## config.mk

```make
export PLATFORM = sky130hd
export DESIGN_NAME = cpuamd_top
export DESIGN_NICKNAME = d
export VERILOG_FILES = /design/src/hw/cpuamd_pkg.sv /design/src/hw/cpuamd_per_if.sv /design/src/hw/cpuamd_per_split.sv /design/src/hw/cpuamd_top.sv
export SDC_FILE = /design/constraint.sdc
export NUM_CORES = 1
export LEC_CHECK = 0
export BUFFER_PORTS_ARGS = -buffer_cell sky130_fd_sc_hd__buf_2
export CAP_MARGIN = 20
export CORE_MARGIN = 5
export CORE_UTILIZATION = 55
export CTS_BUF_LIST = sky130_fd_sc_hd__clkbuf_8
export CTS_CLUSTER_DIAMETER = 50
export CTS_CLUSTER_SIZE = 20
export DETAILED_ROUTE_END_ITERATION = 10
export HOLD_SLACK_MARGIN = 0.06
export PLACE_DENSITY = 0.83
export SLEW_MARGIN = 20
export SYNTH_ARGS = -nofsm -noshare
export SYNTH_HDL_FRONTEND = slang
export SYNTH_SLANG_ARGS = --single-unit
```

## constraint.sdc

```tcl
create_clock -name clk -period 13.05 [get_ports clk]
set_input_delay 2.61 -clock clk [delete_from_list [all_inputs] [get_ports clk]]
set_output_delay 2.61 -clock clk [all_outputs]
set_load 0.01 [all_outputs]
```

## src/hw/cpuamd_pkg.sv

```systemverilog
// Constants, types and decode helpers of the CPU address map decoder
package cpuamd_pkg;

  localparam int PHYS_W = 26;

  // Map boundaries
  localparam logic [31:0] ROM_END_64K  = 32'h0000FFFF;
  localparam logic [31:0] ROM_END_128K = 32'h0001FFFF;
  localparam logic [31:0] ROM_END_256K = 32'h0003FFFF;
  localparam logic [31:0] ROM_AREA_END = 32'h000FFFFF;
  localparam logic [31:0] RAM_PROH_LO  = 32'h03FF0000;
  localparam logic [31:0] RAM_BASE     = 32'h03FFC000;
  localparam logic [31:0] RAM_END      = 32'h03FFEFFF;
  localparam logic [31:0] PER_BASE     = 32'h03FFF000;
  localparam logic [31:0] PER_END      = 32'h03FFFFFF;
  localparam logic [25:0] RESET_ENTRY  = 26'h0000000;
  localparam logic [25:0] FETCH_STEP   = 26'h0000004;

  // Register byte offsets
  localparam logic [3:0] OFS_CALL_TABLE = 4'h0;
  localparam logic [3:0] OFS_CONTROL    = 4'h4;
  localparam logic [3:0] OFS_STATUS     = 4'h8;

  // Field positions
  localparam int CTL_ROM_LSB   = 0;
  localparam int STS_MODE_LSB  = 0;
  localparam int STS_LATCHED   = 2;
  localparam int STS_FAULT     = 8;
  localparam int CT_PTR_MSB    = 25;

  // Reset values
  localparam logic [25:1] CALL_TABLE_RST = 25'h0000000;
  localparam logic [1:0]  ROM_SEL_RST    = 2'h2;

  typedef enum logic [1:0] {
    MODE_NORMAL,
    MODE_FLASH_PROG,
    MODE_PROHIBITED
  } cpuamd_mode_e;

  typedef enum logic [1:0] {
    SIZE_BYTE,
    SIZE_HALF,
    SIZE_WORD
  } cpuamd_size_e;

  typedef enum logic [1:0] {
    REG_ROM,
    REG_RAM,
    REG_PER,
    REG_PROH
  } cpuamd_region_e;

  // Region of a 26-bit physical address for a given ROM size select
  function automatic cpuamd_region_e cpuamdDecode(
    input logic [25:0] phys,
    input logic [1:0]  romSel
  );
    logic [31:0] a;
    logic [31:0] romEnd;
    a = {6'h00, phys};
    romEnd = (romSel == 2'h0) ? ROM_END_64K :
             (romSel == 2'h1) ? ROM_END_128K : ROM_END_256K;
    if (a <= romEnd)
      return REG_ROM;
    else if (a >= RAM_BASE && a <= RAM_END)
      return REG_RAM;
    else if (a >= PER_BASE && a <= PER_END)
      return REG_PER;
    else
      return REG_PROH;
  endfunction

endpackage

```

## src/hw/cpuamd_per_if.sv

```systemverilog
// Request carrier between the decoder and the peripheral splitter
interface cpuamd_per_if;
  import cpuamd_pkg::*;
  logic         req;
  logic         we;
  cpuamd_size_e size;
  logic [11:0]  addr;
  logic [31:0]  wdata;
  logic         done;
  logic [31:0]  rdata;
  modport master (output req, we, size, addr, wdata, input done, rdata);
  modport slave  (input req, we, size, addr, wdata, output done, rdata);
endinterface

```

## src/hw/cpuamd_per_split.sv

```systemverilog
// Splits peripheral accesses into halfword bus cycles
module cpuamd_per_split
  import cpuamd_pkg::*;
(
  input  wire logic        clk,
  input  wire logic        rstN,
  input  wire logic        clkEn,
  cpuamd_per_if.slave      up,
  output logic             perReq_r,
  output logic             perWe_r,
  output logic [11:0]      perAddr_r,
  output logic [1:0]       perBe_r,
  output logic [15:0]      perWdata_r,
  input  wire logic        perAck,
  input  wire logic        perByteReg,
  input  wire logic [15:0] perRdata
);
  typedef enum logic [1:0] {SP_IDLE, SP_LOW, SP_HIGH} cpuamd_sp_e;
  cpuamd_sp_e  state_r;
  logic [15:0] lowHalf_r;
  logic [15:0] hiWdata_r;
  logic        wordOp_r;
  logic        done_r;
  logic [31:0] rdata_r;
  logic        fetchDone;

  assign up.done  = done_r;
  assign up.rdata = rdata_r;
  assign fetchDone = perReq_r && perAck;

  always_ff @(posedge clk or negedge rstN)
    if (!rstN)
    begin
      state_r <= SP_IDLE;
      perReq_r <= 1'b0;
      perWe_r <= 1'b0;
      perAddr_r <= 12'h000;
      perBe_r <= 2'h0;
      perWdata_r <= 16'h0000;
      hiWdata_r <= 16'h0000;
      lowHalf_r <= 16'h0000;
      wordOp_r <= 1'b0;
      done_r <= 1'b0;
      rdata_r <= 32'h00000000;
    end
    else if (clkEn)
    begin
      done_r <= 1'b0;
      unique case (state_r)
        SP_IDLE:
          if (up.req)
          begin
            perReq_r <= 1'b1;
            perWe_r <= up.we;
            hiWdata_r <= up.wdata[31:16];
            wordOp_r <= up.size == SIZE_WORD;
            if (up.size == SIZE_WORD)
            begin
              perAddr_r <= {up.addr[11:2], 2'b00};
              perBe_r <= 2'h3;
              perWdata_r <= up.wdata[15:0];
              state_r <= SP_LOW;
            end
            else if (up.size == SIZE_HALF)
            begin
              perAddr_r <= {up.addr[11:1], 1'b0};
              perBe_r <= 2'h3;
              perWdata_r <= up.wdata[15:0];
              state_r <= SP_HIGH;
            end
            else
            begin
              perAddr_r <= {up.addr[11:1], 1'b0};
              perBe_r <= up.addr[0] ? 2'h2 : 2'h1;
              perWdata_r <= {up.wdata[7:0], up.wdata[7:0]};
              state_r <= SP_HIGH;
            end
          end
        SP_LOW:
          if (fetchDone)
          begin
            lowHalf_r <= perRdata;
            perAddr_r <= {perAddr_r[11:2], 2'b10};
            perWdata_r <= hiWdata_r;
            perBe_r <= perByteReg ? 2'h1 : 2'h3;
            state_r <= SP_HIGH;
          end
          else if (perReq_r && perByteReg)
            perBe_r <= 2'h1;
        SP_HIGH:
          if (fetchDone)
          begin
            perReq_r <= 1'b0;
            done_r <= 1'b1;
            state_r <= SP_IDLE;
            // Halfword and byte reads zero-fill the upper half
            if (wordOp_r)
              rdata_r <= {perRdata, lowHalf_r};
            else
              rdata_r <= {16'h0000, perRdata};
          end
          else if (perReq_r && perByteReg && perBe_r == 2'h3)
            perBe_r <= 2'h1;
        default:
          state_r <= SP_IDLE;
      endcase
    end
endmodule // cpuamd_per_split

```

## src/hw/cpuamd_top.sv

```systemverilog
// CPU address map decoder: mode select, wraparound and region routing
module cpuamd_top
  import cpuamd_pkg::*;
#(
  parameter logic [1:0] ROM_SEL_DEFAULT = ROM_SEL_RST
)
(
  input  wire logic         clk,
  input  wire logic         rst_n,
  input  wire logic         clkEn,
  input  wire logic         flashModePinA,
  input  wire logic         flashModePinB,
  // Wishbone classic slave
  input  wire logic         wbCyc,
  input  wire logic         wbStb,
  input  wire logic         wbWe,
  input  wire logic [3:0]   wbAdr,
  input  wire logic [3:0]   wbSel,
  input  wire logic [31:0]  wbDatW,
  output logic [31:0]       wbDatR_r,
  output logic              wbAck_r,
  // Mode and boot
  output cpuamd_mode_e      mode_r,
  output logic              modeValid_r,
  output logic              bootStart_r,
  output logic [31:0]       callTablePtr_r,
  // Instruction fetch
  input  wire logic         fetchReq,
  input  wire logic [31:0]  fetchBase,
  input  wire logic [31:0]  fetchDisp,
  output logic              fetchAck_r,
  output logic [31:0]       fetchPc_r,
  output logic              fetchFault_r,
  output logic              prefetchOk_r,
  // Operand access
  input  wire logic         opReq,
  input  wire logic         opWe,
  input  wire cpuamd_size_e opSize,
  input  wire logic [31:0]  opBase,
  input  wire logic [31:0]  opDisp,
  input  wire logic [31:0]  opWdata,
  output logic              opAck_r,
  output logic              opFault_r,
  output logic [31:0]       opRdata_r,
  // ROM and RAM port
  output logic              memReq_r,
  output logic              memWe_r,
  output logic              memRam_r,
  output cpuamd_size_e      memSize_r,
  output logic [31:0]       memAddr_r,
  output logic [31:0]       memWdata_r,
  input  wire logic         memAck,
  input  wire logic [31:0]  memRdata,
  // Peripheral halfword port
  output logic              perReq_r,
  output logic              perWe_r,
  output logic [11:0]       perAddr_r,
  output logic [1:0]        perBe_r,
  output logic [15:0]       perWdata_r,
  input  wire logic         perAck,
  input  wire logic         perByteReg,
  input  wire logic [15:0]  perRdata
);
  typedef enum logic [1:0] {OP_IDLE, OP_MEM, OP_PER} cpuamd_op_e;

  logic           rstMeta_r;
  logic           rstN;
  logic [25:1]    callTable_r;
  logic [1:0]     romSel_r;
  logic           faultFlag_r;
  logic           wbHit;
  logic [31:0]    wbMask;
  logic           faultEvent;
  cpuamd_op_e     opState_r;
  logic [31:0]    opSum;
  logic [25:0]    opPhys;
  cpuamd_region_e opRegion;
  logic [31:0]    pcSum;
  logic [25:0]    pcPhys;
  logic [25:0]    pcNextWord;
  cpuamd_region_e pcRegion;
  logic           running;
  logic           perPend_r;

  cpuamd_per_if perBus ();

  // Reset release through two flops
  always_ff @(posedge clk or negedge rst_n)
    if (!rst_n)
    begin
      rstMeta_r <= 1'b0;
      rstN <= 1'b0;
    end
    else
    begin
      rstMeta_r <= 1'b1;
      rstN <= rstMeta_r;
    end

  // Mode capture at first enabled edge after release
  always_ff @(posedge clk or negedge rstN)
    if (!rstN)
    begin
      mode_r <= MODE_NORMAL;
      modeValid_r <= 1'b0;
      bootStart_r <= 1'b0;
    end
    else if (clkEn)
    begin
      bootStart_r <= 1'b0;
      if (!modeValid_r)
      begin
        modeValid_r <= 1'b1;
        if (!flashModePinA)
        begin
          mode_r <= MODE_NORMAL;
          bootStart_r <= 1'b1;
        end
        else if (!flashModePinB)
          mode_r <= MODE_FLASH_PROG;
        else
          mode_r <= MODE_PROHIBITED;
      end
    end

  assign running = modeValid_r && mode_r == MODE_NORMAL;

  // Wishbone register access
  assign wbHit = wbCyc && wbStb && !wbAck_r;
  assign wbMask = {{8{wbSel[3]}}, {8{wbSel[2]}}, {8{wbSel[1]}},
                   {8{wbSel[0]}}};

  always_ff @(posedge clk or negedge rstN)
    if (!rstN)
    begin
      wbAck_r <= 1'b0;
      wbDatR_r <= 32'h00000000;
    end
    else if (clkEn)
    begin
      wbAck_r <= wbHit;
      if (wbHit && !wbWe)
        unique case (wbAdr)
          OFS_CALL_TABLE:
            wbDatR_r <= {6'h00, callTable_r, 1'b0};
          OFS_CONTROL:
            wbDatR_r <= {30'h00000000, romSel_r};
          OFS_STATUS:
          begin
            wbDatR_r <= 32'h00000000;
            wbDatR_r[STS_MODE_LSB +: 2] <= mode_r;
            wbDatR_r[STS_LATCHED] <= modeValid_r;
            wbDatR_r[STS_FAULT] <= faultFlag_r;
          end
          default:
            wbDatR_r <= 32'h00000000;
        endcase
    end

  // Pointer keeps only bits 25..1
  always_ff @(posedge clk or negedge rstN)
    if (!rstN)
      callTable_r <= CALL_TABLE_RST;
    else if (clkEn && wbHit && wbWe && wbAdr == OFS_CALL_TABLE)
      callTable_r <= (callTable_r & ~wbMask[CT_PTR_MSB:1])
                   | (wbDatW[CT_PTR_MSB:1] & wbMask[CT_PTR_MSB:1]);

  always_ff @(posedge clk or negedge rstN)
    if (!rstN)
      callTablePtr_r <= 32'h00000000;
    else if (clkEn)
      callTablePtr_r <= {6'h00, callTable_r, 1'b0};

  always_ff @(posedge clk or negedge rstN)
    if (!rstN)
      romSel_r <= ROM_SEL_DEFAULT;
    else if (clkEn && wbHit && wbWe && wbAdr == OFS_CONTROL && wbSel[0]
             && wbDatW[CTL_ROM_LSB +: 2] != 2'h3)
      romSel_r <= wbDatW[CTL_ROM_LSB +: 2];

  // Sticky fault, write one clears, new fault wins
  always_ff @(posedge clk or negedge rstN)
    if (!rstN)
      faultFlag_r <= 1'b0;
    else if (clkEn)
    begin
      if (faultEvent)
        faultFlag_r <= 1'b1;
      else if (wbHit && wbWe && wbAdr == OFS_STATUS && wbSel[1]
               && wbDatW[STS_FAULT])
        faultFlag_r <= 1'b0;
    end

  // Fetch address: 26-bit wrap, region check
  assign pcSum = fetchBase + fetchDisp;
  assign pcPhys = pcSum[25:0];
  assign pcNextWord = pcPhys + FETCH_STEP;
  assign pcRegion = cpuamdDecode(pcPhys, romSel_r);

  always_ff @(posedge clk or negedge rstN)
    if (!rstN)
    begin
      fetchAck_r <= 1'b0;
      fetchPc_r <= 32'h00000000;
      fetchFault_r <= 1'b0;
      prefetchOk_r <= 1'b0;
    end
    else if (clkEn)
    begin
      fetchAck_r <= 1'b0;
      if (bootStart_r)
      begin
        fetchPc_r <= {6'h00, RESET_ENTRY};
        prefetchOk_r <= 1'b1;
      end
      else if (running && fetchReq && !fetchAck_r)
      begin
        fetchAck_r <= 1'b1;
        fetchPc_r <= {6'h00, pcPhys};
        // ROM and RAM execute, peripheral and holes fault
        fetchFault_r <= !(pcRegion == REG_ROM
                          || pcRegion == REG_RAM);
        prefetchOk_r <= pcRegion != REG_PER
          && cpuamdDecode(pcNextWord, romSel_r) != REG_PER;
      end
    end

  // Operand address: 32-bit wrap, 26-bit image
  assign opSum = opBase + opDisp;
  assign opPhys = opSum[25:0];
  assign opRegion = cpuamdDecode(opPhys, romSel_r);

  assign faultEvent = (fetchAck_r && fetchFault_r)
                    || (opAck_r && opFault_r);

  assign perBus.req = perPend_r;

  always_ff @(posedge clk or negedge rstN)
    if (!rstN)
    begin
      opState_r <= OP_IDLE;
      opAck_r <= 1'b0;
      opFault_r <= 1'b0;
      opRdata_r <= 32'h00000000;
      memReq_r <= 1'b0;
      memWe_r <= 1'b0;
      memRam_r <= 1'b0;
      memSize_r <= SIZE_BYTE;
      memAddr_r <= 32'h00000000;
      memWdata_r <= 32'h00000000;
      perPend_r <= 1'b0;
      perBus.we <= 1'b0;
      perBus.size <= SIZE_BYTE;
      perBus.addr <= 12'h000;
      perBus.wdata <= 32'h00000000;
    end
    else if (clkEn)
    begin
      opAck_r <= 1'b0;
      perPend_r <= 1'b0;
      unique case (opState_r)
        OP_IDLE:
          if (running && opReq && !opAck_r)
            unique case (opRegion)
              REG_ROM, REG_RAM:
              begin
                memReq_r <= 1'b1;
                memWe_r <= opWe;
                memRam_r <= opRegion == REG_RAM;
                memSize_r <= opSize;
                memAddr_r <= {{6{opPhys[25]}}, opPhys};
                memWdata_r <= opWdata;
                opState_r <= OP_MEM;
              end
              REG_PER:
              begin
                perPend_r <= 1'b1;
                perBus.we <= opWe;
                perBus.size <= opSize;
                perBus.addr <= opPhys[11:0];
                perBus.wdata <= opWdata;
                opState_r <= OP_PER;
              end
              REG_PROH:
              begin
                opAck_r <= 1'b1;
                opFault_r <= 1'b1;
                opRdata_r <= 32'h00000000;
              end
            endcase
        OP_MEM:
          if (memAck)
          begin
            memReq_r <= 1'b0;
            opAck_r <= 1'b1;
            opFault_r <= 1'b0;
            opRdata_r <= memRdata;
            opState_r <= OP_IDLE;
          end
        OP_PER:
          if (perBus.done)
          begin
            opAck_r <= 1'b1;
            opFault_r <= 1'b0;
            opRdata_r <= perBus.rdata;
            opState_r <= OP_IDLE;
          end
        default:
          opState_r <= OP_IDLE;
      endcase
    end

  cpuamd_per_split u_split (
    .clk        (clk),
    .rstN       (rstN),
    .clkEn      (clkEn),
    .up         (perBus.slave),
    .perReq_r   (perReq_r),
    .perWe_r    (perWe_r),
    .perAddr_r  (perAddr_r),
    .perBe_r    (perBe_r),
    .perWdata_r (perWdata_r),
    .perAck     (perAck),
    .perByteReg (perByteReg),
    .perRdata   (perRdata)
  );

endmodule // cpuamd_top

```

== After elaboration in Yosys (flattened, before gate mapping) ==
Index checks and enable logic that the tools add are counted.
Storage, ports and cells
  register bits after elaboration: 374
  word-level logic and storage cells: 243
  output and inout bits: 239
  input port bits: 264
Operators by class
  magnitude comparators: 12
  bitwise logic cells: 7
  multiplexer cells: 83
  reductions and logical operators: 67
  eq/ne operators: 29
  add/sub/neg operators: 3
Operators with widths (count)
  $mux W32: 7
  $ge A26 B26 Y1 const B: 6
  $pmux W32 S3: 1
  $le A26 B26 Y1 const B: 3
  $pmux W26 S3: 1
  $le A26 B32 Y1: 2
  $mux W16: 4
  $mux W2: 29
  $add A26 B26 Y26: 2
  $and A25 B25 Y25: 2
  $mux W18: 2
  $pmux W16 S2: 1
  $mux W1: 28
  $logic_and A1 B1 Y1: 27
  $add A26 B3 Y26 const B: 1
  $le A26 B18 Y1: 1
  $not A25 Y25: 1
  $or A25 B25 Y25: 1
  $pmux W12 S2: 1
  $reduce_and A4 Y1: 6
  $pmux W2 S3: 3
  $ne A2 B2 Y1 const B: 7
  $eq A2 B1 Y1 const B: 6
  $eq A2 B2 Y1 const B: 6
  other kinds (20): 53

== Logic depth before layout (Yosys ltp) ==
  depth in word-level cells: 13
  gate-level depth with buffers: 20

== By module ==
Synthesis repeated with hierarchy kept, for this count alone.
Second synthesis, totals
  cell total of the unflattened synthesis: 1821
  area total of the unflattened synthesis: 19346.1 µm²
Modules (own cells, without submodules)
  cpuamd_top: cells an instance 1436, seq. area each 6557.5 µm², area each 15004.4 µm², times used 1
  cpuamd_per_split: cells an instance 385, seq. area each 2477.4 µm², area each 4341.7 µm², times used 1

== Least setup slack after synthesis ==
OpenSTA, ideal clock, no wires.
  path type: input port to flip-flop
  start point: input port opBase[0]
  end point: register memAddr_r[0]
  data required time: 12925 ps
  stages: 19
  data arrival time: 6280 ps
  path buffers: 3
  slack: 6645 ps
  setup time: 125 ps
  cell sequence: ha_1 -> inv_1 -> fa_1 -> nand2b_1 -> a211oi_1 -> o21ai_0 -> a311oi_1 -> ha_1 -> nand3_1 -> nor4bb_1 -> and3_1 -> and4_1 -> a31oi_1 -> or3_1 -> buf_2 -> a21o_1 -> buf_6 -> buf_6 -> mux2_4
Between the ends
  longest elaborated chain between the ends: 8
RTL lines
  from (decl): RTL line cpuamd_top.sv:39  | input wire logic [31:0] opBase,
  $add A26 B26 Y26 (*): RTL line cpuamd_top.sv:229  | assign opSum = opBase + opDisp;
  named net opSum[16]: RTL line cpuamd_top.sv:75  | logic [31:0] opSum;
  $ge A26 B26 Y1, or another cell as far along: RTL line cpuamd_pkg.sv:68  | else if (a >= PER_BASE && a <= PER_END)
  $mux W1 / $logic_and A1 B1 Y1 (equally long branches): RTL line cpuamd_pkg.sv:68, cpuamd_pkg.sv:66
  $mux W2: RTL line cpuamd_pkg.sv:66  | else if (a >= RAM_BASE && a <= RAM_END)
  $mux W2 (*): RTL line cpuamd_pkg.sv:64  | if (a <= romEnd)
  $eq A2 B1 Y1 / $logic_not A2 Y1 (equally long branches): RTL line cpuamd_top.sv:264  | unique case (opRegion)
  $reduce_or A2 Y1 (*): RTL line cpuamd_top.sv:264
  $reduce_and A4 Y1 (no line) (*)
  to (signal assigned): RTL line cpuamd_top.sv:271  | memAddr_r <= {{6{opPhys[25]}}, opPhys};
  to (decl): RTL line cpuamd_top.sv:50  | output logic [31:0] memAddr_r,
Mark *: on every way through the listed nets, which the timed path passes. The rest lies on a longest branch.
A chain may end at the register's enable or synchronous reset.

== Worst setup path after layout ==
  start point: input port opBase[0]
  end point: register memWdata_r[3]
Between the ends
  longest elaborated chain between the ends: 8
RTL lines
  $add A26 B26 Y26 (*): RTL line cpuamd_top.sv:229
  named net opSum[16]: RTL line cpuamd_top.sv:75
  $ge A26 B26 Y1, or another cell as far along: RTL line cpuamd_pkg.sv:68
  $mux W1 / $logic_and A1 B1 Y1 (equally long branches): RTL line cpuamd_pkg.sv:68, cpuamd_pkg.sv:66
  $mux W2: RTL line cpuamd_pkg.sv:66
  $mux W2 (*): RTL line cpuamd_pkg.sv:64
  $eq A2 B1 Y1 / $logic_not A2 Y1 (equally long branches): RTL line cpuamd_top.sv:264
  $reduce_or A2 Y1 (*): RTL line cpuamd_top.sv:264
  $reduce_and A4 Y1 (no line) (*)
  to (signal assigned): RTL line cpuamd_top.sv:272  | memWdata_r <= opWdata;
  to (decl): RTL line cpuamd_top.sv:51  | output logic [31:0] memWdata_r,
Marked as above.

==> results by group <==
Run status
  – Run status: completed

Clock network
  – Clock tree sinks: 361
  – Setup repair bufs after CTS: 0
  – Htree depth: 2
  – # hold bufs at CTS: 0
  – CTS tree: built
  – Clock transition at path regs: 90 ps
  – Cts bufs inserted: 38
  – CTS-repair resized insts: 0
  – Clock root cell: clkbuf_8
  – Worst skew pair latency: 570 ps
  – CTS Buffer Depth: 3

Floorplan
  – Row count: 68
  – Die X: 197.5 um
  – Die Y: 197.5 um
  – Core Area: 0.03463 sq mm
  – Initial Util: 55.84%
  – Ports: 503
  – Die ar.: 0.03900 sq mm

Setup path
  – Sequence of cells on the critical path: buf_2, ha_1, inv_1, fa_1, nand2b_1, a211oi_1, o21ai_0, a311oi_1, ha_1, nand3_1, nor4bb_1, and3_1, and4_1, a31oi_1, or3_1, buf_4, a21o_4, mux2_2
  – WP data required: 13490 ps
  – Crit-path slowest cell: a311oi_1
  – CP max FO: 53
  – Setup crit start kind: input pin
  – Cell mode on critical path: ha_1
  – Arr. time, crit path: 8020 ps
  – WS Path Type: input pin to register
  – CP max stage delay: 940 ps
  – CP Capture Type: register

Placed design
  – I/O Buffers: 452
  – Placer congestion estimate: 0.9115
  – Post-DP HPWL: 42530 um

Global routing
  – Global-route wire length before repair: 90710 um
  – Congestion Overflow GR: 0
  – Initial antenna violation count: 5
  – Total GRT Usage: 28.55%
  – Largest net degree at the start of global routing: 97
  – Vias in the first global route: 16.52k

Drt
  – Via count: 16.32k
  – Drt wl/cell: 21.28 um
  – Via density per instance: 5.984
  – Final ANT Viol Nets: 0
  – DRC: 0
  – First-pass detailed-route iteration total: 5
  – Post-Route WL: 58060 um
  – Initial drt markers: 1101

Cells and area
  – NumNets Final: 2568
  – Share of layout cells above drive strength 1: 33.05%
  – Synth-to-Final Area Change: 17.34%
  – Final Core Density: 65.52%

Logic synthesis
  – Synth Flop Type: dfrtp_1
  – Biggest area consumer among synthesized cells: dfrtp_1
  – Mapped Area: 0.01933 sq mm
  – Mean Syn Cell Area: 10.47 sq um
  – Synth Warn #: 0
  – Synth top area share: 46.59%
  – EDFF count, synth: 0
  – Top post-synthesis cells by area: dfrtp_1 (47%), mux2_2 (7.8%), ha_1 (4.0%), nand2_1 (3.9%), mux2_4 (3.8%)
  – FF+latch count, synth: 361
  – Post-synthesis async set-or-reset flop share: 100.0%
  – Seq/Total Area, Yosys: 46.73%
  – Post-synthesis cell count: 1847
  – Yosys cell types: 72

Timing
  – Final slew viol count: 0
  – Worst slew pin tran: 1022 ps
  – Final period utilization: 58.07%
  – Achievable Freq: 132.0 MHz
  – Setup TNS: 0 ps
  – Fin. Hold Viols: 0
  – Final Skew: 30.71 ps
  – Final setup fails: 0
  – Fin crit period: 7578 ps
  – RSZ-0062 raised after global routing: no
  – Slew HR: 31.41%

Min path
  – Hold Crit Class: register to register

Flow run
  – Max-Cap Viols: 0

Pwr
  – VDD IR-drop max: 114.6 uV
  – Leakage power: 11.40 nW
  – Cell Pwr Density: 135.3 mW/mm^2
routing by layer:
layer | wire length [um] | GRT usage, % | vias up | share of wire [%]
met5 | 41 | 0 | - | 0.071
met4 | 1890 | 8.314 | 6 | 3.3
met3 | 4916 | 5.833 | 119 | 8.5
met2 | 27950 | 47.47 | 750 | 48
met1 | 23260 | 38.25 | 8000 | 40
li1 | - | - | 7448 | -
through the flow:
step	total power, W	area (sq um)	instances	hold WS, ps	setup slack [ps]
floorplan	0.001892	19410	1866	331.2	2245
global placement	0.002198	21760	2655	339.9	5118
detailed placement	0.002234	21760	2655	341.2	5012
CTS	0.003073	22670	2724	364.1	5615
global route	0.003231	22680	2725	375.3	5308
finish	0.003069	22690	2728	360.3	5472
registers in the layout, summed over array words and instances (netlist names), 11 cells and up, named ones only:
| register | count |
|---|---|
| u_split.perAddr_r | 11 |
| u_split.perWdata_r | 16 |
| opRdata_r | 32 |
| u_split.hiWdata_r | 16 |
| u_split.lowHalf_r | 16 |
| memAddr_r | 26 |
| fetchPc_r | 26 |
| perBus.wdata | 32 |
| wbDatR_r | 26 |
| callTablePtr_r | 25 |
| u_split.up.rdata | 32 |
| perBus.addr | 12 |
| memWdata_r | 32 |
critical path: cells and delay by family:
kind            cells  cell delay, ps
mux                 1             430
buf+inv             3             560
simple gates        6             830
compound gates      5            2580
fa+ha+maj           3             950
Yosys cell counts (6+ instances only):
master / n
and2_1: 12
nand4_1: 12
clkbuf_1: 94
a21boi_0: 8
buf_2: 7
o211ai_1: 42
xor2_1: 20
nand3_1: 85
ha_1: 62
nor3b_1: 38
buf_4: 27
dfrtp_1: 360
o21ai_0: 124
a21o_1: 17
buf_6: 8
a31oi_1: 13
inv_1: 35
o21bai_1: 7
a22oi_1: 37
nor2b_1: 9
xnor2_1: 28
o21a_1: 16
mux2_4: 49
nor2_1: 50
nand2_1: 200
o31ai_1: 40
and4_1: 7
and3_1: 8
nand2b_1: 19
mux2i_1: 44
nor3_1: 12
a22o_1: 34
or2_2: 6
mux2_2: 134
a21oi_1: 106
cell usage in the layout (no fill, tap or decap), types with 39 or more instances in the layout:
cell / count
a21oi_1: 106
buf_2: 452
clkbuf_8: 39
dfrtp_1: 359
ha_1: 62
mux2_2: 134
mux2_4: 49
mux2i_1: 44
nand2_1: 199
nand3_1: 83
nor2_1: 49
o211ai_1: 42
o21ai_0: 124
o31ai_1: 40
layout make-up:
cell class / instances / area, sq um
Sequential cell: 361 / 9039
Timing Repair Buffer: 474 / 2427
Inverter: 35 / 131.4
Fill cell: 2729 / 11940
Antenna cell: 4 / 10.01
Multi-Input combinational cell: 1330 / 9602
Tap cell: 455 / 569.3
Clock buffer: 39 / 536.8
Clock inverter: 30 / 371.6
power by group:
part / leakage (nW) / total (W) / switching, W / internal (W)
combinational: 6.08 / 0.000913 / 0.000580 / 0.000332
sequential: 4.87 / 0.00132 / 0.0000941 / 0.00122
clock: 0.443 / 0.000838 / 0.000490 / 0.000348
final timing paths:
path / slack [ps] / startpoint / to / cells after the start
worst max-delay path: 5470 / opBase[0] / memWdata_r[3] / 18
worst min-delay path: 360 / rstMeta_r / rstN / 0
worst max register to register: 9190 / romSel_r[0] / memWdata_r[3] / 11
worst min register to register: 360 / rstMeta_r / rstN / 0
max in group asynchronous: 10190 / rstN / callTablePtr_r[6] / 2
min in group asynchronous: 440 / rstN / memAddr_r[3] / 0
cell families (layout without fill, tap and decap cells):
group | count (synthesis) | after routing | share of synthesized area (%)
mux | 227 | 227 | 13.89
simple gates | 483 | 483 | 12.37
xor+xnor | 48 | 48 | 2.174
other cells | 2 | 25 | 0.03884
compound gates | 487 | 487 | 16.31
fa+ha+maj | 64 | 64 | 4.219
flops | 361 | 361 | 46.73
buf+inv | 175 | 578 | 4.277
Note: power is estimated with default switching activity, not from simulation.
